## src/pkg/sct_regs.vh

```
// Timing constants for the single-cycle core instruction sequencer.
// Included by the sequencer; holds definitions only.
//
// Function
// RQ1: Register-operand accumulator arithmetic takes 1 cycle.
// RQ2: Indirect-operand accumulator operation takes 2 cycles.
// RQ3: Immediate or direct accumulator operation: 2 bytes, 2 cycles.
// RQ4: Immediate into direct logic: 3 bytes, 3 cycles.
// RQ5: Data pointer load and increment take 3 cycles.
// RQ6: Accumulator-only single byte operations take 1 cycle (decimal adjust takes 2 in the sequencer).
// RQ7: Code memory read takes 4 cycles.
// RQ8: External data move takes 4 plus wait cycles.
// RQ9: External moves both ways, 8 or 16-bit address.
// RQ10: Stack push and pop: 2 bytes, 2 cycles.
// RQ11: Nibble exchange takes 2 cycles, one byte.
// RQ12: Carry and direct bit operations: 2 bytes, 2 cycles.
// RQ13: Long call 4 cycles, 3 on interrupt entry.
// RQ14: Short, absolute and conditional jumps take 3 cycles.
// RQ15: Compare branch unequal: 3 bytes, 4 cycles.
// RQ16: Register decrement branch nonzero: 2 bytes, 3 cycles.
// RQ17: Indirect sum jump takes 3 cycles.
// RQ18: Direct to direct move: 3 bytes, 3 cycles.
// RQ19: Bit test branch clear: 3 bytes, 4 cycles.
// RQ20: One counted cycle equals one core clock.
// RQ21: External wait count comes from programmable input.
// RQ22: Completion strobe in last cycle of instruction.

`ifndef SCT_REGS_VH
`define SCT_REGS_VH

// ***********************************************
// Code bytes per instruction
// ***********************************************
`define SCT_BYTES_0     2'h0
`define SCT_BYTES_1     2'h1
`define SCT_BYTES_2     2'h2
`define SCT_BYTES_3     2'h3

// ***********************************************
// Execution cycles per instruction class
// ***********************************************
`define SCT_CYC_SINGLE  4'h1
`define SCT_CYC_TWO     4'h2
`define SCT_CYC_THREE   4'h3
`define SCT_CYC_FOUR    4'h4
`define SCT_CYC_MULDIV  4'h9
`define SCT_CYC_EXT     4'h4
`define SCT_CYC_IRQCALL 4'h3

// ***********************************************
// Reset values
// ***********************************************
`define SCT_RST_CNT     9'h000
`define SCT_RST_IDX     2'h0

`endif

```

## src/verilog/sct_sequencer.v

```verilog
// Instruction timing sequencer of an 8-bit single-cycle core.
// Assumes the fetch logic presents each opcode on the core clock and
// accepts it only while o_ready is high; no clock-domain crossing here.
// The wait count must be steady at the edge that takes a move.
`timescale 1ns/1ps
`include "sct_regs.vh"

module sct_sequencer #(
    parameter WAIT_W = 8
) (
    input  wire              i_clk_sys,
    input  wire              i_rst_b,
    input  wire              i_opcode_valid,
    input  wire [7:0]        i_opcode,
    input  wire              i_irq_call,
    input  wire [WAIT_W-1:0] i_external_wait_count,
    output reg               o_ready,
    output reg               o_busy,
    output reg               o_code_fetch,
    output reg  [1:0]        o_fetch_index,
    output reg               o_instr_done,
    output reg               o_irq_entry,
    output reg               o_ext_active,
    output reg               o_ext_write,
    output reg               o_ext_addr16
);

    // ***********************************************
    // Opcode decode
    // ***********************************************
    reg [1:0] dec_bytes;
    reg [3:0] dec_cyc;
    reg       dec_ext;
    reg       dec_ext_wr;
    reg       dec_ext_a16;

    always @* begin
        dec_bytes   = `SCT_BYTES_1;
        dec_cyc     = `SCT_CYC_SINGLE;
        dec_ext     = 1'b0;
        dec_ext_wr  = 1'b0;
        dec_ext_a16 = 1'b0;
        casez (i_opcode)
            // Register operand rows with longer forms
            8'b0111_1???: begin
                dec_bytes = `SCT_BYTES_2;
                dec_cyc   = `SCT_CYC_TWO;
            end
            // Moves between a register and a direct byte
            8'b1000_1???, 8'b1010_1???: begin
                dec_bytes = `SCT_BYTES_2;
                dec_cyc   = `SCT_CYC_TWO;
            end
            8'b1011_1???: begin
                dec_bytes = `SCT_BYTES_3; // RQ15
                dec_cyc   = `SCT_CYC_FOUR;
            end
            8'b1101_1???: begin
                dec_bytes = `SCT_BYTES_2; // RQ16
                dec_cyc   = `SCT_CYC_THREE;
            end
            8'b????_1???: begin
                dec_bytes = `SCT_BYTES_1; // RQ1
                dec_cyc   = `SCT_CYC_SINGLE;
            end
            // Indirect operand rows
            8'b0111_011?, 8'b1000_011?, 8'b1010_011?: begin
                dec_bytes = `SCT_BYTES_2;
                dec_cyc   = `SCT_CYC_TWO;
            end
            8'b1011_011?: begin
                dec_bytes = `SCT_BYTES_3; // RQ15
                dec_cyc   = `SCT_CYC_FOUR;
            end
            8'b1101_011?: begin
                dec_bytes = `SCT_BYTES_1; // RQ11
                dec_cyc   = `SCT_CYC_TWO;
            end
            8'b????_011?: begin
                dec_bytes = `SCT_BYTES_1; // RQ2
                dec_cyc   = `SCT_CYC_TWO;
            end
            // External data moves, 8-bit pointer address
            8'b111?_001?: begin
                dec_cyc    = `SCT_CYC_EXT; // RQ8
                dec_ext    = 1'b1;         // RQ9
                dec_ext_wr = i_opcode[4];
            end
            // External data moves, 16-bit data pointer address
            8'b111?_0000: begin
                dec_cyc     = `SCT_CYC_EXT; // RQ8
                dec_ext     = 1'b1;         // RQ9
                dec_ext_wr  = i_opcode[4];
                dec_ext_a16 = 1'b1;
            end
            // Direct byte forms
            8'b1000_0101, 8'b0111_0101: begin
                dec_bytes = `SCT_BYTES_3; // RQ18
                dec_cyc   = `SCT_CYC_THREE;
            end
            8'b1011_0101: begin
                dec_bytes = `SCT_BYTES_3; // RQ15
                dec_cyc   = `SCT_CYC_FOUR;
            end
            // Decrement direct byte and branch
            8'b1101_0101: begin
                dec_bytes = `SCT_BYTES_3;
                dec_cyc   = `SCT_CYC_FOUR;
            end
            // Reserved code runs as a one-cycle no-operation
            8'b1010_0101: begin
                dec_bytes = `SCT_BYTES_1;
                dec_cyc   = `SCT_CYC_SINGLE;
            end
            8'b????_0101: begin
                dec_bytes = `SCT_BYTES_2; // RQ3
                dec_cyc   = `SCT_CYC_TWO;
            end
            // Immediate and accumulator-only forms
            // Immediate operand to accumulator; decrement stays single byte
            8'b0?10_0100, 8'b0?11_0100, 8'b010?_0100, 8'b1001_0100,
            8'b0111_0100: begin
                dec_bytes = `SCT_BYTES_2; // RQ3
                dec_cyc   = `SCT_CYC_TWO;
            end
            // Multiply and divide hold the core longest apart from external moves with long waits
            8'b1000_0100, 8'b1010_0100: begin
                dec_cyc = `SCT_CYC_MULDIV;
            end
            // Decimal adjust needs a second cycle for the fix-up
            8'b1101_0100: begin
                dec_cyc = `SCT_CYC_TWO;
            end
            8'b1011_0100: begin
                dec_bytes = `SCT_BYTES_3; // RQ15
                dec_cyc   = `SCT_CYC_FOUR;
            end
            8'b????_0100: begin
                dec_bytes = `SCT_BYTES_1; // RQ6
                dec_cyc   = `SCT_CYC_SINGLE;
            end
            // Column three
            8'b01??_0011: begin
                if (i_opcode[5:4] == 2'h3) begin
                    dec_cyc = `SCT_CYC_THREE; // RQ17
                end else begin
                    dec_bytes = `SCT_BYTES_3; // RQ4
                    dec_cyc   = `SCT_CYC_THREE;
                end
            end
            8'b100?_0011: begin
                dec_cyc = `SCT_CYC_FOUR; // RQ7
            end
            8'b1010_0011: begin
                dec_cyc = `SCT_CYC_THREE; // RQ5
            end
            8'b????_0011: begin
                dec_cyc = `SCT_CYC_SINGLE; // RQ6
            end
            // Column two
            8'b0000_0010, 8'b0001_0010: begin
                dec_bytes = `SCT_BYTES_3; // RQ13
                dec_cyc   = `SCT_CYC_FOUR;
            end
            // Returns pop both address bytes
            8'b001?_0010: begin
                dec_cyc = `SCT_CYC_FOUR;
            end
            8'b????_0010: begin
                dec_bytes = `SCT_BYTES_2; // RQ12
                dec_cyc   = `SCT_CYC_TWO;
            end
            // Absolute jumps and calls
            8'b????_0001: begin
                dec_bytes = `SCT_BYTES_2; // RQ14
                dec_cyc   = `SCT_CYC_THREE;
            end
            // Column zero
            8'b0000_0000: begin
                dec_cyc = `SCT_CYC_SINGLE; // RQ20
            end
            8'b00??_0000: begin
                dec_bytes = `SCT_BYTES_3; // RQ19
                dec_cyc   = `SCT_CYC_FOUR;
            end
            8'b01??_0000, 8'b1000_0000: begin
                dec_bytes = `SCT_BYTES_2; // RQ14
                dec_cyc   = `SCT_CYC_THREE;
            end
            8'b1001_0000: begin
                dec_bytes = `SCT_BYTES_3; // RQ5
                dec_cyc   = `SCT_CYC_THREE;
            end
            8'b110?_0000: begin
                dec_bytes = `SCT_BYTES_2; // RQ10
                dec_cyc   = `SCT_CYC_TWO;
            end
            8'b101?_0000: begin
                dec_bytes = `SCT_BYTES_2; // RQ12
                dec_cyc   = `SCT_CYC_TWO;
            end
            // Unreachable: every code is listed above
            default: begin
                dec_bytes = `SCT_BYTES_1;
                dec_cyc   = `SCT_CYC_SINGLE;
            end
        endcase
    end

    // ***********************************************
    // Sequencer state
    // ***********************************************
    // One bit wider than the wait count so 4 + n never wraps
    localparam CNT_W = WAIT_W + 1;

    reg             busy_reg;
    reg             busy_next;
    reg [CNT_W-1:0] cnt_reg;
    reg [CNT_W-1:0] cnt_next;
    reg [1:0]       idx_reg;
    reg [1:0]       idx_next;
    reg [1:0]       bytes_reg;
    reg [1:0]       bytes_next;
    reg             ext_reg;
    reg             ext_next;
    reg             wr_reg;
    reg             wr_next;
    reg             a16_reg;
    reg             a16_next;
    reg             irq_reg;
    reg             irq_next;
    reg [CNT_W-1:0] total_cyc;

    wire start = o_ready & (i_irq_call | i_opcode_valid);

    // Wait states stretch only external moves; width grows with WAIT_W
    always @* begin
        total_cyc = {{(CNT_W-4){1'b0}}, dec_cyc};
        if (dec_ext) begin
            total_cyc = {{(CNT_W-4){1'b0}}, dec_cyc}
                      + {1'b0, i_external_wait_count}; // RQ21
        end
    end

    always @* begin
        busy_next  = busy_reg;
        cnt_next   = cnt_reg;
        idx_next   = idx_reg;
        bytes_next = bytes_reg;
        ext_next   = ext_reg;
        wr_next    = wr_reg;
        a16_next   = a16_reg;
        irq_next   = irq_reg;
        if (start) begin
            busy_next = 1'b1;
            idx_next  = `SCT_RST_IDX;
            if (i_irq_call) begin
                // Interrupt entry wins over a fetched opcode
                cnt_next   = {{(CNT_W-4){1'b0}}, `SCT_CYC_IRQCALL} - 1'b1; // RQ13
                // No code bytes; the target comes from the vector
                bytes_next = `SCT_BYTES_0;
                ext_next   = 1'b0;
                wr_next    = 1'b0;
                a16_next   = 1'b0;
                irq_next   = 1'b1;
            end else begin
                // Wait count taken here only; later changes cannot stretch a move
                cnt_next   = total_cyc - 1'b1; // RQ8
                bytes_next = dec_bytes;
                ext_next   = dec_ext;
                wr_next    = dec_ext_wr;
                a16_next   = dec_ext_a16;
                irq_next   = 1'b0;
            end
        end else if (busy_reg && cnt_reg != `SCT_RST_CNT) begin
            // One count per clock
            cnt_next = cnt_reg - 1'b1; // RQ20
            // Index saturates; no instruction has more than three bytes
            if (idx_reg != 2'h3) begin
                idx_next = idx_reg + 2'h1;
            end
        end else if (busy_reg) begin
            // Last cycle passed with no new request: go idle
            busy_next = 1'b0;
            ext_next  = 1'b0;
            irq_next  = 1'b0;
        end
    end

    always @(posedge i_clk_sys or negedge i_rst_b) begin
        if (!i_rst_b) begin
            busy_reg  <= 1'b0;
            cnt_reg   <= `SCT_RST_CNT;
            idx_reg   <= `SCT_RST_IDX;
            bytes_reg <= `SCT_BYTES_0;
            ext_reg   <= 1'b0;
            wr_reg    <= 1'b0;
            a16_reg   <= 1'b0;
            irq_reg   <= 1'b0;
        end else begin
            busy_reg  <= busy_next;
            cnt_reg   <= cnt_next;
            idx_reg   <= idx_next;
            bytes_reg <= bytes_next;
            ext_reg   <= ext_next;
            wr_reg    <= wr_next;
            a16_reg   <= a16_next;
            irq_reg   <= irq_next;
        end
    end

    // ***********************************************
    // Registered outputs
    // ***********************************************
    // Outputs are built from next state so they line up with it
    wire last_next = busy_next && (cnt_next == `SCT_RST_CNT);

    always @(posedge i_clk_sys or negedge i_rst_b) begin
        if (!i_rst_b) begin
            o_ready       <= 1'b1;
            o_busy        <= 1'b0;
            o_code_fetch  <= 1'b0;
            o_fetch_index <= `SCT_RST_IDX;
            o_instr_done  <= 1'b0;
            o_irq_entry   <= 1'b0;
            o_ext_active  <= 1'b0;
            o_ext_write   <= 1'b0;
            o_ext_addr16  <= 1'b0;
        end else begin
            // Ready in the last cycle lets instructions run back to back
            o_ready       <= !busy_next || last_next;
            o_busy        <= busy_next;
            // Fetch strobe only while code bytes remain
            o_code_fetch  <= busy_next && (idx_next < bytes_next);
            o_fetch_index <= idx_next;
            o_instr_done  <= last_next; // RQ22
            o_irq_entry   <= busy_next && irq_next;
            o_ext_active  <= busy_next && ext_next; // RQ9
            o_ext_write   <= busy_next && ext_next && wr_next;
            o_ext_addr16  <= busy_next && ext_next && a16_next;
        end
    end

endmodule // sct_sequencer
```

## config.mk

```make
export PLATFORM = sky130hd
export DESIGN_NAME = sct_sequencer
export DESIGN_NICKNAME = d
export VERILOG_FILES = /design/src/verilog/sct_sequencer.v
export VERILOG_INCLUDE_DIRS = /design/src /design/src/pkg
export SDC_FILE = /design/constraint.sdc
export NUM_CORES = 1
export LEC_CHECK = 0
export BUFFER_PORTS_ARGS = -buffer_cell sky130_fd_sc_hd__buf_2
export CAP_MARGIN = 15
export CELL_PAD_IN_SITES_DETAIL_PLACEMENT = 0
export CELL_PAD_IN_SITES_GLOBAL_PLACEMENT = 1
export CORE_MARGIN = 4
export CORE_UTILIZATION = 40
export CTS_CLUSTER_DIAMETER = 80
export DETAILED_ROUTE_END_ITERATION = 8
export HOLD_SLACK_MARGIN = 0.08
export PLACE_DENSITY = 0.81
export SYNTH_ARGS = -nofsm -noshare
export SYNTH_HDL_FRONTEND = slang
export SYNTH_SLANG_ARGS = --single-unit
```

## constraint.sdc

```tcl
create_clock -name i_clk_sys -period 2.77 [get_ports i_clk_sys]
set_input_delay 0.1385 -clock i_clk_sys [delete_from_list [all_inputs] [get_ports i_clk_sys]]
set_output_delay 0.1385 -clock i_clk_sys [all_outputs]
set_load 0.01 [all_outputs]
```

=== Word-level counts from Yosys, hierarchy flattened ===
Cells that the tools add are included.

* Reductions and logical operators: 39
* Add/sub/neg operators: 4
* Muxes and demuxes: 49
* Equal/unequal tests: 44
* Bitwise operators: 2
* Magnitude comparators: 1

{| class="wikitable"
|+ Operators by type and width
! kind !! count
|-
| $eq A8 B8 Y1 const B || 12
|-
| $pmux W4 S3 || 6
|-
| $eq A7 B7 Y1 const B || 8
|-
| $mux W9 || 4
|-
| $eq A7 B6 Y1 const B || 4
|-
| $pmux W2 S2 || 6
|-
| $reduce_or A4 Y1 || 6
|-
| $mux W1 || 23
|-
| $eq A5 B5 Y1 const B || 4
|-
| $reduce_or A2 Y1 || 10
|-
| $reduce_or A3 Y1 || 6
|-
| $sub A9 B1 Y9 const B || 2
|-
| $pmux W4 S4 || 1
|-
| $eq A6 B5 Y1 const B || 2
|-
| $mux W2 || 6
|-
| $pmux W2 S3 || 2
|-
| $reduce_or A6 Y1 || 2
|-
| $reduce_or A5 Y1 || 2
|-
| $add A4 B8 Y9 || 1
|-
| $logic_not A9 Y1 || 1
|-
| $reduce_bool A9 Y1 || 1
|-
| $eq A4 B2 Y1 const B || 2
|-
| $eq A4 B3 Y1 const B || 2
|-
| $eq A8 B2 Y1 const B || 1
|-
| 19 further kinds || 25
|}

* Register bits: 25
* Output and inout port bits: 10

=== Logic depth before layout (Yosys ltp) ===
Gate-level depths: netlist of run 1.

* Depth after elaboration: 18
* Mapped depth: 19
* Depth with buffers taken out: 17

=== Least setup slack after synthesis of run 1 ===
OpenSTA, ideal clock, no wires.

* Kind: input to register
* From: input i_opcode[0]
* To: register o_ready
* Library setup time: 0.091 ns
* Path buffers: 2
* Arrival time: 3.910 ns
* Stages on the path: 18
* Data required time: 2.679 ns
* Path slack: -1.231 ns
* Path through: buf_2 > nor4bb_1 > clkbuf_1 > and4_1 > o21ai_1 > o2111ai_1 > o21bai_1 > ha_1 > fa_1 > a21o_1 > a21oi_1 > mux2i_1 > nor4_1 > a21bo_2 > nor4_1 > xor2_1 > a211o_1 > o31ai_1

* Cells in the longest elaborated chain, start to end: 18
* Elaborated cells on any way between the ends: 60

{| class="wikitable"
|+ RTL lines
! item !! RTL line !! RTL
|-
| start, declared || sct_sequencer.v:14 || <nowiki>input wire [7:0] i_opcode,</nowiki>
|-
| $eq A8 B8 Y1 (tied with other cells) || sct_sequencer.v:43 || <nowiki>casez (i_opcode)</nowiki>
|-
| $reduce_or A3 Y1 (no source line) / $reduce_or A2 Y1 (equally long branches) || n/a ||
|-
| $pmux W4 S3 (2 in series) || sct_sequencer.v:43 ||
|-
| $pmux W4 S2 || sct_sequencer.v:43 ||
|-
| $pmux W4 S3 (2 in series) || sct_sequencer.v:43 ||
|-
| $pmux W4 S4 || sct_sequencer.v:43 ||
|-
| $pmux W4 S3 (2 in series) || sct_sequencer.v:43 ||
|-
| $add A4 B8 Y9 || sct_sequencer.v:241 || <nowiki>+ {1'b0, i_external_wait_count};</nowiki>
|-
| $mux W9 (*) || sct_sequencer.v:239 || <nowiki>if (dec_ext) begin</nowiki>
|-
| $sub A9 B1 Y9 (*) || sct_sequencer.v:268 || <nowiki>cnt_next = total_cyc - 1'b1;</nowiki>
|-
| $mux W9 (*) || sct_sequencer.v:257 || <nowiki>if (i_irq_call) begin</nowiki>
|-
| $mux W9 (*) || sct_sequencer.v:254 || <nowiki>if (start) begin</nowiki>
|-
| $logic_not A9 Y1 (no source line) (*) || n/a ||
|-
| $logic_and A1 B1 Y1 (*) || sct_sequencer.v:316 || <nowiki>wire last_next = busy_next && (cnt_next == `SCT_RST_CNT);</nowiki>
|-
| $logic_or A1 B1 Y1 (*) || sct_sequencer.v:331 || <nowiki>o_ready <= !busy_next || last_next;</nowiki>
|-
| end signal, assigned || sct_sequencer.v:331 ||
|-
| end, declared || sct_sequencer.v:17 || <nowiki>output reg o_ready,</nowiki>
|}

Every way passes the cells marked *; elsewhere a longest branch is shown, timed or not. The select of a mux whose other input is x is not followed.

=== Worst setup path in the final report of run 1 ===
* From: input i_opcode[7]
* To: register o_ready

The elaborated chain is that of the path after synthesis.

==> results.txt, run 1 <==
After the last flow step, the layout net total stands at 498. Entering global routing, the biggest net connects 26 pins. Total wire length after detailed routing: 8810 um. The number of flops mapped to enable cells by yosys is 0. The repair_antennas step left the layout with diodes totalling 0. The area growth from synthesis to layout is 53.5%. The layout has 537 filler cells. The register with the most flip-flops in the layout has 9 of them. Headroom to the max-slew limit came out at 62.9%.

The register area share after synthesis is 23.9%, and the initial standard-cell utilization of the core is 41.3%. Setup repair after global routing could not meet its margin everywhere. After routing the design area is 0.00403 mm^2.

The fraction of layout cells with a size suffix above 1 was 42.6%. For this run, asynchronously set or reset flops after synthesis account for 100%. Synthesis handed over a netlist of 342 instances. Before antenna repair, the detailed router went through 4 iterations.

In this run the worst hold path is classified as in2reg. The total area inside the core boundary comes to 0.00635 mm^2. The global-route wire length before repair is 14000 um.

Timing would allow up to 267 MHz. The clock passes through at most 2 buffers. Power spread over the standard cell area amounts to 500 mW/mm^2.

For the DRC marker count from the first detailed-route iteration, the log shows 156. The synthesized design devotes to its leading area cell type 22.9% of total area. The final cycle utilization of the critical path is 135%, and the mean area per synthesized cell is 7.67 um^2. In this run the worst path has a maximum fanout of 3. The floorplan has 29 rows.

The routed layout has 3140 vias. The die is 89.0 um wide. For this run, the leading register cell type out of synthesis is sky130_fd_sc_hd__dfrtp_1. The logs give 0 for the number of antenna violations at the first check in global routing and 0.00363 mm^2 for the total placed instance area.

Clock tree synthesis inserted a total of 3 buffers. The final reports fail on setup timing. By area the synthesized netlist is led by sky130_fd_sc_hd__dfrtp_1, sky130_fd_sc_hd__nor2_1, sky130_fd_sc_hd__a21oi_1, sky130_fd_sc_hd__nand2_1, sky130_fd_sc_hd__a21o_1.

The tools report the kind of start point of the critical path as an input pin. Setup violations remaining at the end of the flow were counted as 9. The tools report the via count of the first global-routing pass as 2997. Clock tree synthesis selected as its root buffer the cell sky130_fd_sc_hd__clkbuf_8. The total DRC errors in the routed layout was 0; the final critical delay including setup and external delays was 3.74 ns. The worst slack after detailed placement was -1.36 ns; the count of antenna-violating nets left after detailed routing was 0. The number of I/O pins is 30. Clock-pin slew was measured on the worst setup and hold paths at 0.09 ns. The cell area that synthesis handed to floorplanning was 0.00262 mm^2. The tools report the number of sinks handled by clock tree synthesis as 25.

By startpoint and endpoint, the worst setup path is classified as in2reg. The number of register bits inferred by synthesis was 25; the floorplan die height was 89.0 um. Synthesis produced a netlist with a net count of 370. The congestion estimate from routability-driven global placement came to 0.953. The pin slew with the least headroom to its limit is 0.556 ns, and the number of different library cells in the post-synthesis netlist is 71.

In this run the tool buffered the top-level ports with 29 buffer cells. For the worst-case setup margin in the final layout, the log shows -0.970 ns. TritonCTS built the clock tree. The worst vdd rail ir drop is 0.000523 V, and the total count of max-transition violations in the final report is 0.

Dividing the detail-routed via count by the number of cells gives 5.75. Data arrives at the worst endpoint at 3.93 ns. The run gives 0 as the number of hold-slack violations in the final timing report. Global routing consumed, over all layers together, 21.9% of the routing resources. The wire-length estimate of the detail-placed layout is 6690 um. The run finished, with violations left. STA puts the critical path data required time at 2.96 ns. Dominant cell type by area after synthesis: sky130_fd_sc_hd__dfrtp_1. The die covers 0.00792 mm^2.

The number of warnings issued by yosys was 0; the leakage power figure was 1.89 nW. The worst setup path is captured at a flop. The maximum clock skew at final layout is 0.00187 ns, and the detailed-route wire length per cell is 16.1 um. After global routing the overflow that remains totals 0. For the worst-skew pair, the clock arrives at the later sink with an insertion delay of 0.27 ns.

Max-cap violations in this run came to 0. The deepest level of the CTS H-tree was 1.
-- timing repair --
| action | CTS | global route |
|---|---|---|
| gates resized for setup | 28 | 22 |
| setup endpoints to repair | 9 | 10 |
| buffers inserted | 10 | 8 |
| pin swaps | 13 | 8 |
| hold buffers | 1 | 0 |
| hold endpoints to repair | 24 | 0 |
-- cell families (layout without fill, tap and decap cells) --
family / Yosys count / in the layout / share of synthesized area [%]
AOI/OAI and AO/OA: 117 / 117 / 31.8
xor gates and xnor gates: 14 / 14 / 4.67
adders and majority gates: 8 / 8 / 4.10
buffers and inverters: 36 / 163 / 5.63
DFF: 25 / 25 / 23.9
muxes: 3 / 3 / 1.14
and+or+nand+nor: 139 / 139 / 28.8
-- cell type report --
| cell class | instances | area, um^2 | area share [%] |
|---|---|---|---|
| timing repair buffer | 144 | 1080 | 26.9 |
| multi-input combinational | 281 | 2120 | 52.6 |
| sequential | 25 | 627 | 15.6 |
| clock inverter | 1 | 5.00 | 0.124 |
| inverter | 15 | 56.3 | 1.40 |
| clock buffer | 3 | 41.3 | 1.03 |
| tap | 77 | 96.3 | 2.39 |
-- cell usage after synthesis (3+ instances only) --
cell                       number
sky130_fd_sc_hd__mux2i_1        3
sky130_fd_sc_hd__a31oi_1        4
sky130_fd_sc_hd__or4_1          4
sky130_fd_sc_hd__o21ai_1        4
sky130_fd_sc_hd__o31ai_1        6
sky130_fd_sc_hd__nand2_1       32
sky130_fd_sc_hd__nor2b_1        7
sky130_fd_sc_hd__nand2b_1       6
sky130_fd_sc_hd__a32o_1         3
sky130_fd_sc_hd__nand4_1        3
sky130_fd_sc_hd__and3_1         6
sky130_fd_sc_hd__xnor2_1       10
sky130_fd_sc_hd__buf_2         10
sky130_fd_sc_hd__ha_1           7
sky130_fd_sc_hd__clkbuf_1       9
sky130_fd_sc_hd__o211ai_1       3
sky130_fd_sc_hd__a21o_1        12
sky130_fd_sc_hd__xor2_1         4
sky130_fd_sc_hd__o21ai_0       17
sky130_fd_sc_hd__nor4_1         7
sky130_fd_sc_hd__inv_1         15
sky130_fd_sc_hd__a21oi_1       24
sky130_fd_sc_hd__o22ai_1        7
sky130_fd_sc_hd__nand3_1       10
sky130_fd_sc_hd__a211oi_1       4
sky130_fd_sc_hd__nor2_1        33
sky130_fd_sc_hd__nor3_1         7
sky130_fd_sc_hd__dfrtp_1       24
sky130_fd_sc_hd__and2_1         5
sky130_fd_sc_hd__nor4bb_1       3
sky130_fd_sc_hd__a211o_1        3
-- power by group --
group	internal [mW]	switching [mW]	total, mW	leakage (nW)
registers	0.492	0.0891	0.582	0.316
clock network	0.101	0.117	0.217	0.0255
logic	0.592	0.624	1.22	1.54
total	1.18	0.830	2.01	1.89
-- routing by layer --
layer | track usage, % | routed length [um]
met5 | 0 | 0
met4 | 4.87 | 93
met3 | 1.11 | 417
met2 | 38.3 | 4350
met1 | 29.9 | 3950
-- worst paths after layout --
check	slack, ns	depth (start not counted)	start	to
max in group asynchronous	2.01	2	i_rst_b	o_ready$_DFF_PN1_
min in group asynchronous	0.39	2	i_rst_b	o_code_fetch$_DFF_PN0_
worst min register to register	0.50	2	a16_reg$_DFF_PN0_	a16_reg$_DFF_PN0_
worst max register to register	0.06	11	cnt_reg[1]$_DFF_PN0_	o_instr_done$_DFF_PN0_
worst max-delay path	-0.97	18	i_opcode[7]	o_ready$_DFF_PN1_
worst min-delay path	0.27	2	i_irq_call	irq_reg$_DFF_PN0_
-- critical path, cell delays in order --
cell	delay (ns)
sky130_fd_sc_hd__buf_6	0.10
sky130_fd_sc_hd__or4_4	0.54
sky130_fd_sc_hd__a211oi_2	0.22
sky130_fd_sc_hd__a211oi_2	0.09
sky130_fd_sc_hd__a2111oi_4	0.29
sky130_fd_sc_hd__nor3_4	0.09
sky130_fd_sc_hd__buf_6	0.14
sky130_fd_sc_hd__fa_2	0.38
sky130_fd_sc_hd__a21o_1	0.19
sky130_fd_sc_hd__a21oi_2	0.19
sky130_fd_sc_hd__mux2i_2	0.13
sky130_fd_sc_hd__buf_4	0.16
sky130_fd_sc_hd__nor4_4	0.15
sky130_fd_sc_hd__a21bo_2	0.26
sky130_fd_sc_hd__nor4_2	0.17
sky130_fd_sc_hd__xor2_1	0.13
sky130_fd_sc_hd__a211o_1	0.36
sky130_fd_sc_hd__o31ai_2	0.19
-- metrics by stage --
| stage | TNS (ns) | cells | utilization (%) | power (mW) | hold WS [ns] |
|---|---|---|---|---|---|
| 2_1_floorplan | -5.28 | 342 | - | 1.29 | -0.157 |
| 3_3_place_gp | -8.38 | 526 | 57.2 | 1.68 | 0.141 |
| 3_5_place_dp | -8.85 | 526 | 57.2 | 1.70 | 0.154 |
| 4_1_cts | -5.01 | 541 | 61.3 | 1.98 | 0.272 |
| 5_1_grt | -6.70 | 546 | 63.4 | 2.17 | 0.295 |
| 6_report | -5.56 | 546 | 63.4 | 2.01 | 0.271 |
-- cell usage in the layout, fill, tap and decap left out, types with 4 or more instances in the layout --
master,n
sky130_fd_sc_hd__a211oi_2,4
sky130_fd_sc_hd__a21o_1,12
sky130_fd_sc_hd__a21oi_1,21
sky130_fd_sc_hd__a31oi_1,4
sky130_fd_sc_hd__and2_1,5
sky130_fd_sc_hd__and3_1,5
sky130_fd_sc_hd__buf_2,26
sky130_fd_sc_hd__buf_4,107
sky130_fd_sc_hd__buf_6,7
sky130_fd_sc_hd__dfrtp_1,24
sky130_fd_sc_hd__ha_1,7
sky130_fd_sc_hd__inv_1,15
sky130_fd_sc_hd__nand2_1,30
sky130_fd_sc_hd__nand2b_1,5
sky130_fd_sc_hd__nand3_1,10
sky130_fd_sc_hd__nor2_1,31
sky130_fd_sc_hd__nor2b_1,5
sky130_fd_sc_hd__nor3_1,5
sky130_fd_sc_hd__o21ai_0,15
sky130_fd_sc_hd__o21ai_1,4
sky130_fd_sc_hd__o22ai_1,4
sky130_fd_sc_hd__o31ai_1,4
sky130_fd_sc_hd__or4_1,4
sky130_fd_sc_hd__xnor2_1,9
sky130_fd_sc_hd__xor2_1,4
Power figures use the tool's default switching activity.
==> run 2, diff against run 1 <==
==> constraint.sdc (replaced) <==
create_clock -name i_clk_sys -period 2.77 [get_ports i_clk_sys]
set_input_delay 0.554 -clock i_clk_sys [delete_from_list [all_inputs] [get_ports i_clk_sys]]
set_output_delay 0.554 -clock i_clk_sys [all_outputs]
set_load 0.01 [all_outputs]
==> run 2 against run 1 <==
The flow still finishes with violations (setup timing); clock power about the same; sequential cell count unchanged; clock-buffer cell count unchanged; design area decreased by 0.93%; die area unchanged; via count decreased by 0.22%; final cell count decreased by 1.6%; sequential share of layout area increased by 0.15 points; non-clock buffer count decreased by 9.
==> results.txt, run 2 (synthesis results as in run 1) <==
The flow ran to the end, but the final reports show violations. Violated checks: setup timing (unchanged). The tools report the count of final setup violators as 10 (was 9). The count of max-cap constraint violations came out at 0 (unchanged). The number of sinks handled by clock tree synthesis was 25 (unchanged).

The worst slew slack as a fraction of its limit came out at 56.6% (was 62.9%). Worst hold-check path type: in2async (was in2reg). The final estimated routing congestion in global placement was 1.03 (was 0.953). The total count of max-transition violations in the final report came out at 0 (unchanged). The logs give 0.00191 ns (was 0.00187 ns) for the maximum clock skew at final layout and 0 (unchanged) for the count of antenna-violating nets left after detailed routing. The quantity of I/O buffers inserted on ports was 29 (unchanged); the flip-flop count of the largest register, all copies and words added was 9 (unchanged). The met3 routed wirelength was 398 um (was 417 um); the via density per instance was 5.83 (was 5.75). The run gives 2.93 ns (was 2.96 ns) as the critical path data required time.

Total DRC errors in the routed layout: 0 (unchanged). Die width: 89.0 um (unchanged). The post-layout instance area is 0.00399 mm^2 (was 0.00403 mm^2). For the initial standard-cell utilization of the core, the log shows 41.3% (unchanged). Final cycle utilization of the critical path: 153% (was 135%).

The number of fill cells in the layout came out at 539 (was 537). Top metal layer carrying routed signals: met4 (unchanged). The worst vdd rail ir drop is 0.000562 V (was 0.000523 V). The kind of start point of the critical path is an input pin (unchanged). The pin count of the biggest net entering global routing was 26 (unchanged); the die footprint was 0.00792 mm^2 (unchanged).

The global-route wire length before repair was 14500 um (was 14000 um); the maximum clock insertion buffer count was 2 (unchanged). The kind of critical path was in2reg (unchanged). DRC marker count from the first detailed-route iteration: 115 (was 156).

For the global-route total usage across every layer, the log shows 23.2% (was 21.9%). The area growth from synthesis to final layout was 52.1% (was 53.5%); the signal arrival time at the worst endpoint was 4.41 ns (was 3.93 ns). Kind of capture point of the worst setup path: a flop (unchanged).

The tools report the CTS root buffer as sky130_fd_sc_hd__clkbuf_8 (unchanged). For the number of standard-cell rows in the floorplan, the log shows 29 (unchanged). For the worst hold slack across all endpoints, the log shows 0.261 ns (was 0.271 ns). The tools report the total via count in the routed design as 3133 (was 3140). The pin slew with the least headroom to its limit was 0.642 ns (was 0.556 ns).

Total placed instance area: 0.00359 mm^2 (was 0.00363 mm^2). The number of hold-slack violations in the final timing report was 0 (unchanged); the power density normalized to cell area was 515 mW/mm^2 (was 500 mW/mm^2). The worst-case setup margin in the final layout was -1.48 ns (was -0.970 ns); the fraction of layout cells with a size suffix above 1 was 42.6% (about the same). The via count of the first global-routing pass is 3033 (was 2997). For the length of routed wiring on met1, the log shows 3940 um (was 3950 um).

The clock-pin slew reported for the worst setup and hold paths after clock tree synthesis was 0.09 ns (about the same); the final critical delay including setup and external delays was 4.25 ns (was 3.74 ns). For the sum of negative setup slack, the log shows -9.21 ns (was -5.56 ns). The number of antenna violations at the first check in global routing is 0 (unchanged), and the number of optimization iterations in the first detailed-route pass is 5 (was 4). TritonCTS built the clock tree.

Most common cell after layout, fill and taps aside: sky130_fd_sc_hd__buf_4 (unchanged). The amount of wire on met2 after detailed routing is 4410 um (was 4350 um), and the maximum operating frequency is 236 MHz (was 267 MHz). The leakage power figure is 1.85 nW (was 1.89 nW).

Most frequent cells in the layout: sky130_fd_sc_hd__buf_4, sky130_fd_sc_hd__nor2_1, sky130_fd_sc_hd__nand2_1, sky130_fd_sc_hd__buf_2, sky130_fd_sc_hd__dfrtp_1 (unchanged). The tools report the final HPWL from detailed placement as 6920 um (was 6690 um). The worst-skew pair later-pin latency was 0.27 ns (about the same).

The run gives 0.00635 mm^2 (unchanged) as the core region area. The floorplan die height is 89.0 um (unchanged). Setup repair after global routing could not meet its margin everywhere. The tools report the global-route congestion overflow total as 0 (unchanged). The total wire length after detailed routing was 9020 um (was 8810 um).

The number of I/O pins was 30 (unchanged); the detailed-route wire length per cell was 16.8 um (was 16.1 um). The worst slack after detailed placement was -1.89 ns (was -1.36 ns); the number of diodes added for antenna fixing was 0 (unchanged). The number of hold-repair buffers added at the cts stage was 0 (was 1). The largest driver fanout on the critical path works out to 3 (unchanged). The number of buffers created by CTS came out at 3 (unchanged). Post-layout net count: 489 (was 498). The deepest level of the CTS H-tree came out at 1 (unchanged).
run 2: cell types whose count changed in the layout (fill, tap and decap cells not counted), sizes merged:
| cell | change |
|---|---|
| clkinvlp | +1 |
| buf | -9 |
| dlygate4sd3 | -1 |
| clkinv | -1 |
| clkbuf | +1 |
run 2: through the flow:
step	utilization (%)	power [mW]	std cells
global placement	56.6	1.66	526
floorplan	-	1.29	342
CTS	61.3	2.00	533
detailed placement	56.6	1.70	526
global route	62.8	2.21	537
finish	62.8	2.06	537
run 2: power breakdown:
group / internal [mW] / switching, mW / total, mW
Sequential: 0.492 / 0.0939 / 0.586
Clock: 0.102 / 0.114 / 0.216
Combinational: 0.593 / 0.661 / 1.25
run 2: path summary, 6_finish.rpt:
check | start | cells after the start | endpoint | slack [ns]
max | i_opcode[7] | 16 | o_instr_done$_DFF_PN0_ | -1.48
min | i_rst_b | 1 | o_fetch_index[0]$_DFF_PN0_ | 0.26
max reg2reg | cnt_reg[1]$_DFF_PN0_ | 11 | o_instr_done$_DFF_PN0_ | -0.08
min reg2reg | irq_reg$_DFF_PN0_ | 1 | irq_reg$_DFF_PN0_ | 0.50
max in group asynchronous | i_rst_b | 1 | o_ready$_DFF_PN1_ | 2.14
min in group i_clk_sys | irq_reg$_DFF_PN0_ | 1 | irq_reg$_DFF_PN0_ | 0.50
run 2: area by class of cell:
cell class,count,area (um^2),area share (%)
well taps,77,96.3,2.41
repair buffers,135,992,24.9
multi-input cells,281,2170,54.4
flip-flops and latches,25,627,15.7
inverters,15,56.3,1.41
clock inverters,1,7.51,0.188
clock buffers,3,41.3,1.03
run 2: what timing repair did:
item	in CTS	in global routing
buffers inserted	3	7
gates resized for setup	45	20
setup endpoints to repair	11	11
pin swaps	14	10
endpoints found under the hold margin	0	0
run 2: per-layer routing:
layer / up-vias / GRT usage (%)
li1: 1535 / -
met1: 1464 / 30.0
met2: 110 / 40.5
met3: 24 / 1.57
met4: 0 / 8.53
met5: - / 0
run 2: worst max-delay path, cell delays in order:
cell and delay, ns:
sky130_fd_sc_hd__buf_6 0.09, sky130_fd_sc_hd__or4_4 0.54, sky130_fd_sc_hd__a211oi_2 0.21, sky130_fd_sc_hd__a211oi_2 0.08
sky130_fd_sc_hd__a2111oi_4 0.33, sky130_fd_sc_hd__nor3_4 0.10, sky130_fd_sc_hd__ha_1 0.34, sky130_fd_sc_hd__a211o_1 0.28
sky130_fd_sc_hd__a21o_1 0.18, sky130_fd_sc_hd__a31o_4 0.25, sky130_fd_sc_hd__nor4_4 0.33, sky130_fd_sc_hd__o21ai_2 0.12
sky130_fd_sc_hd__nor4_4 0.15, sky130_fd_sc_hd__xnor2_1 0.12, sky130_fd_sc_hd__a2111o_1 0.43, sky130_fd_sc_hd__nor4_2 0.29
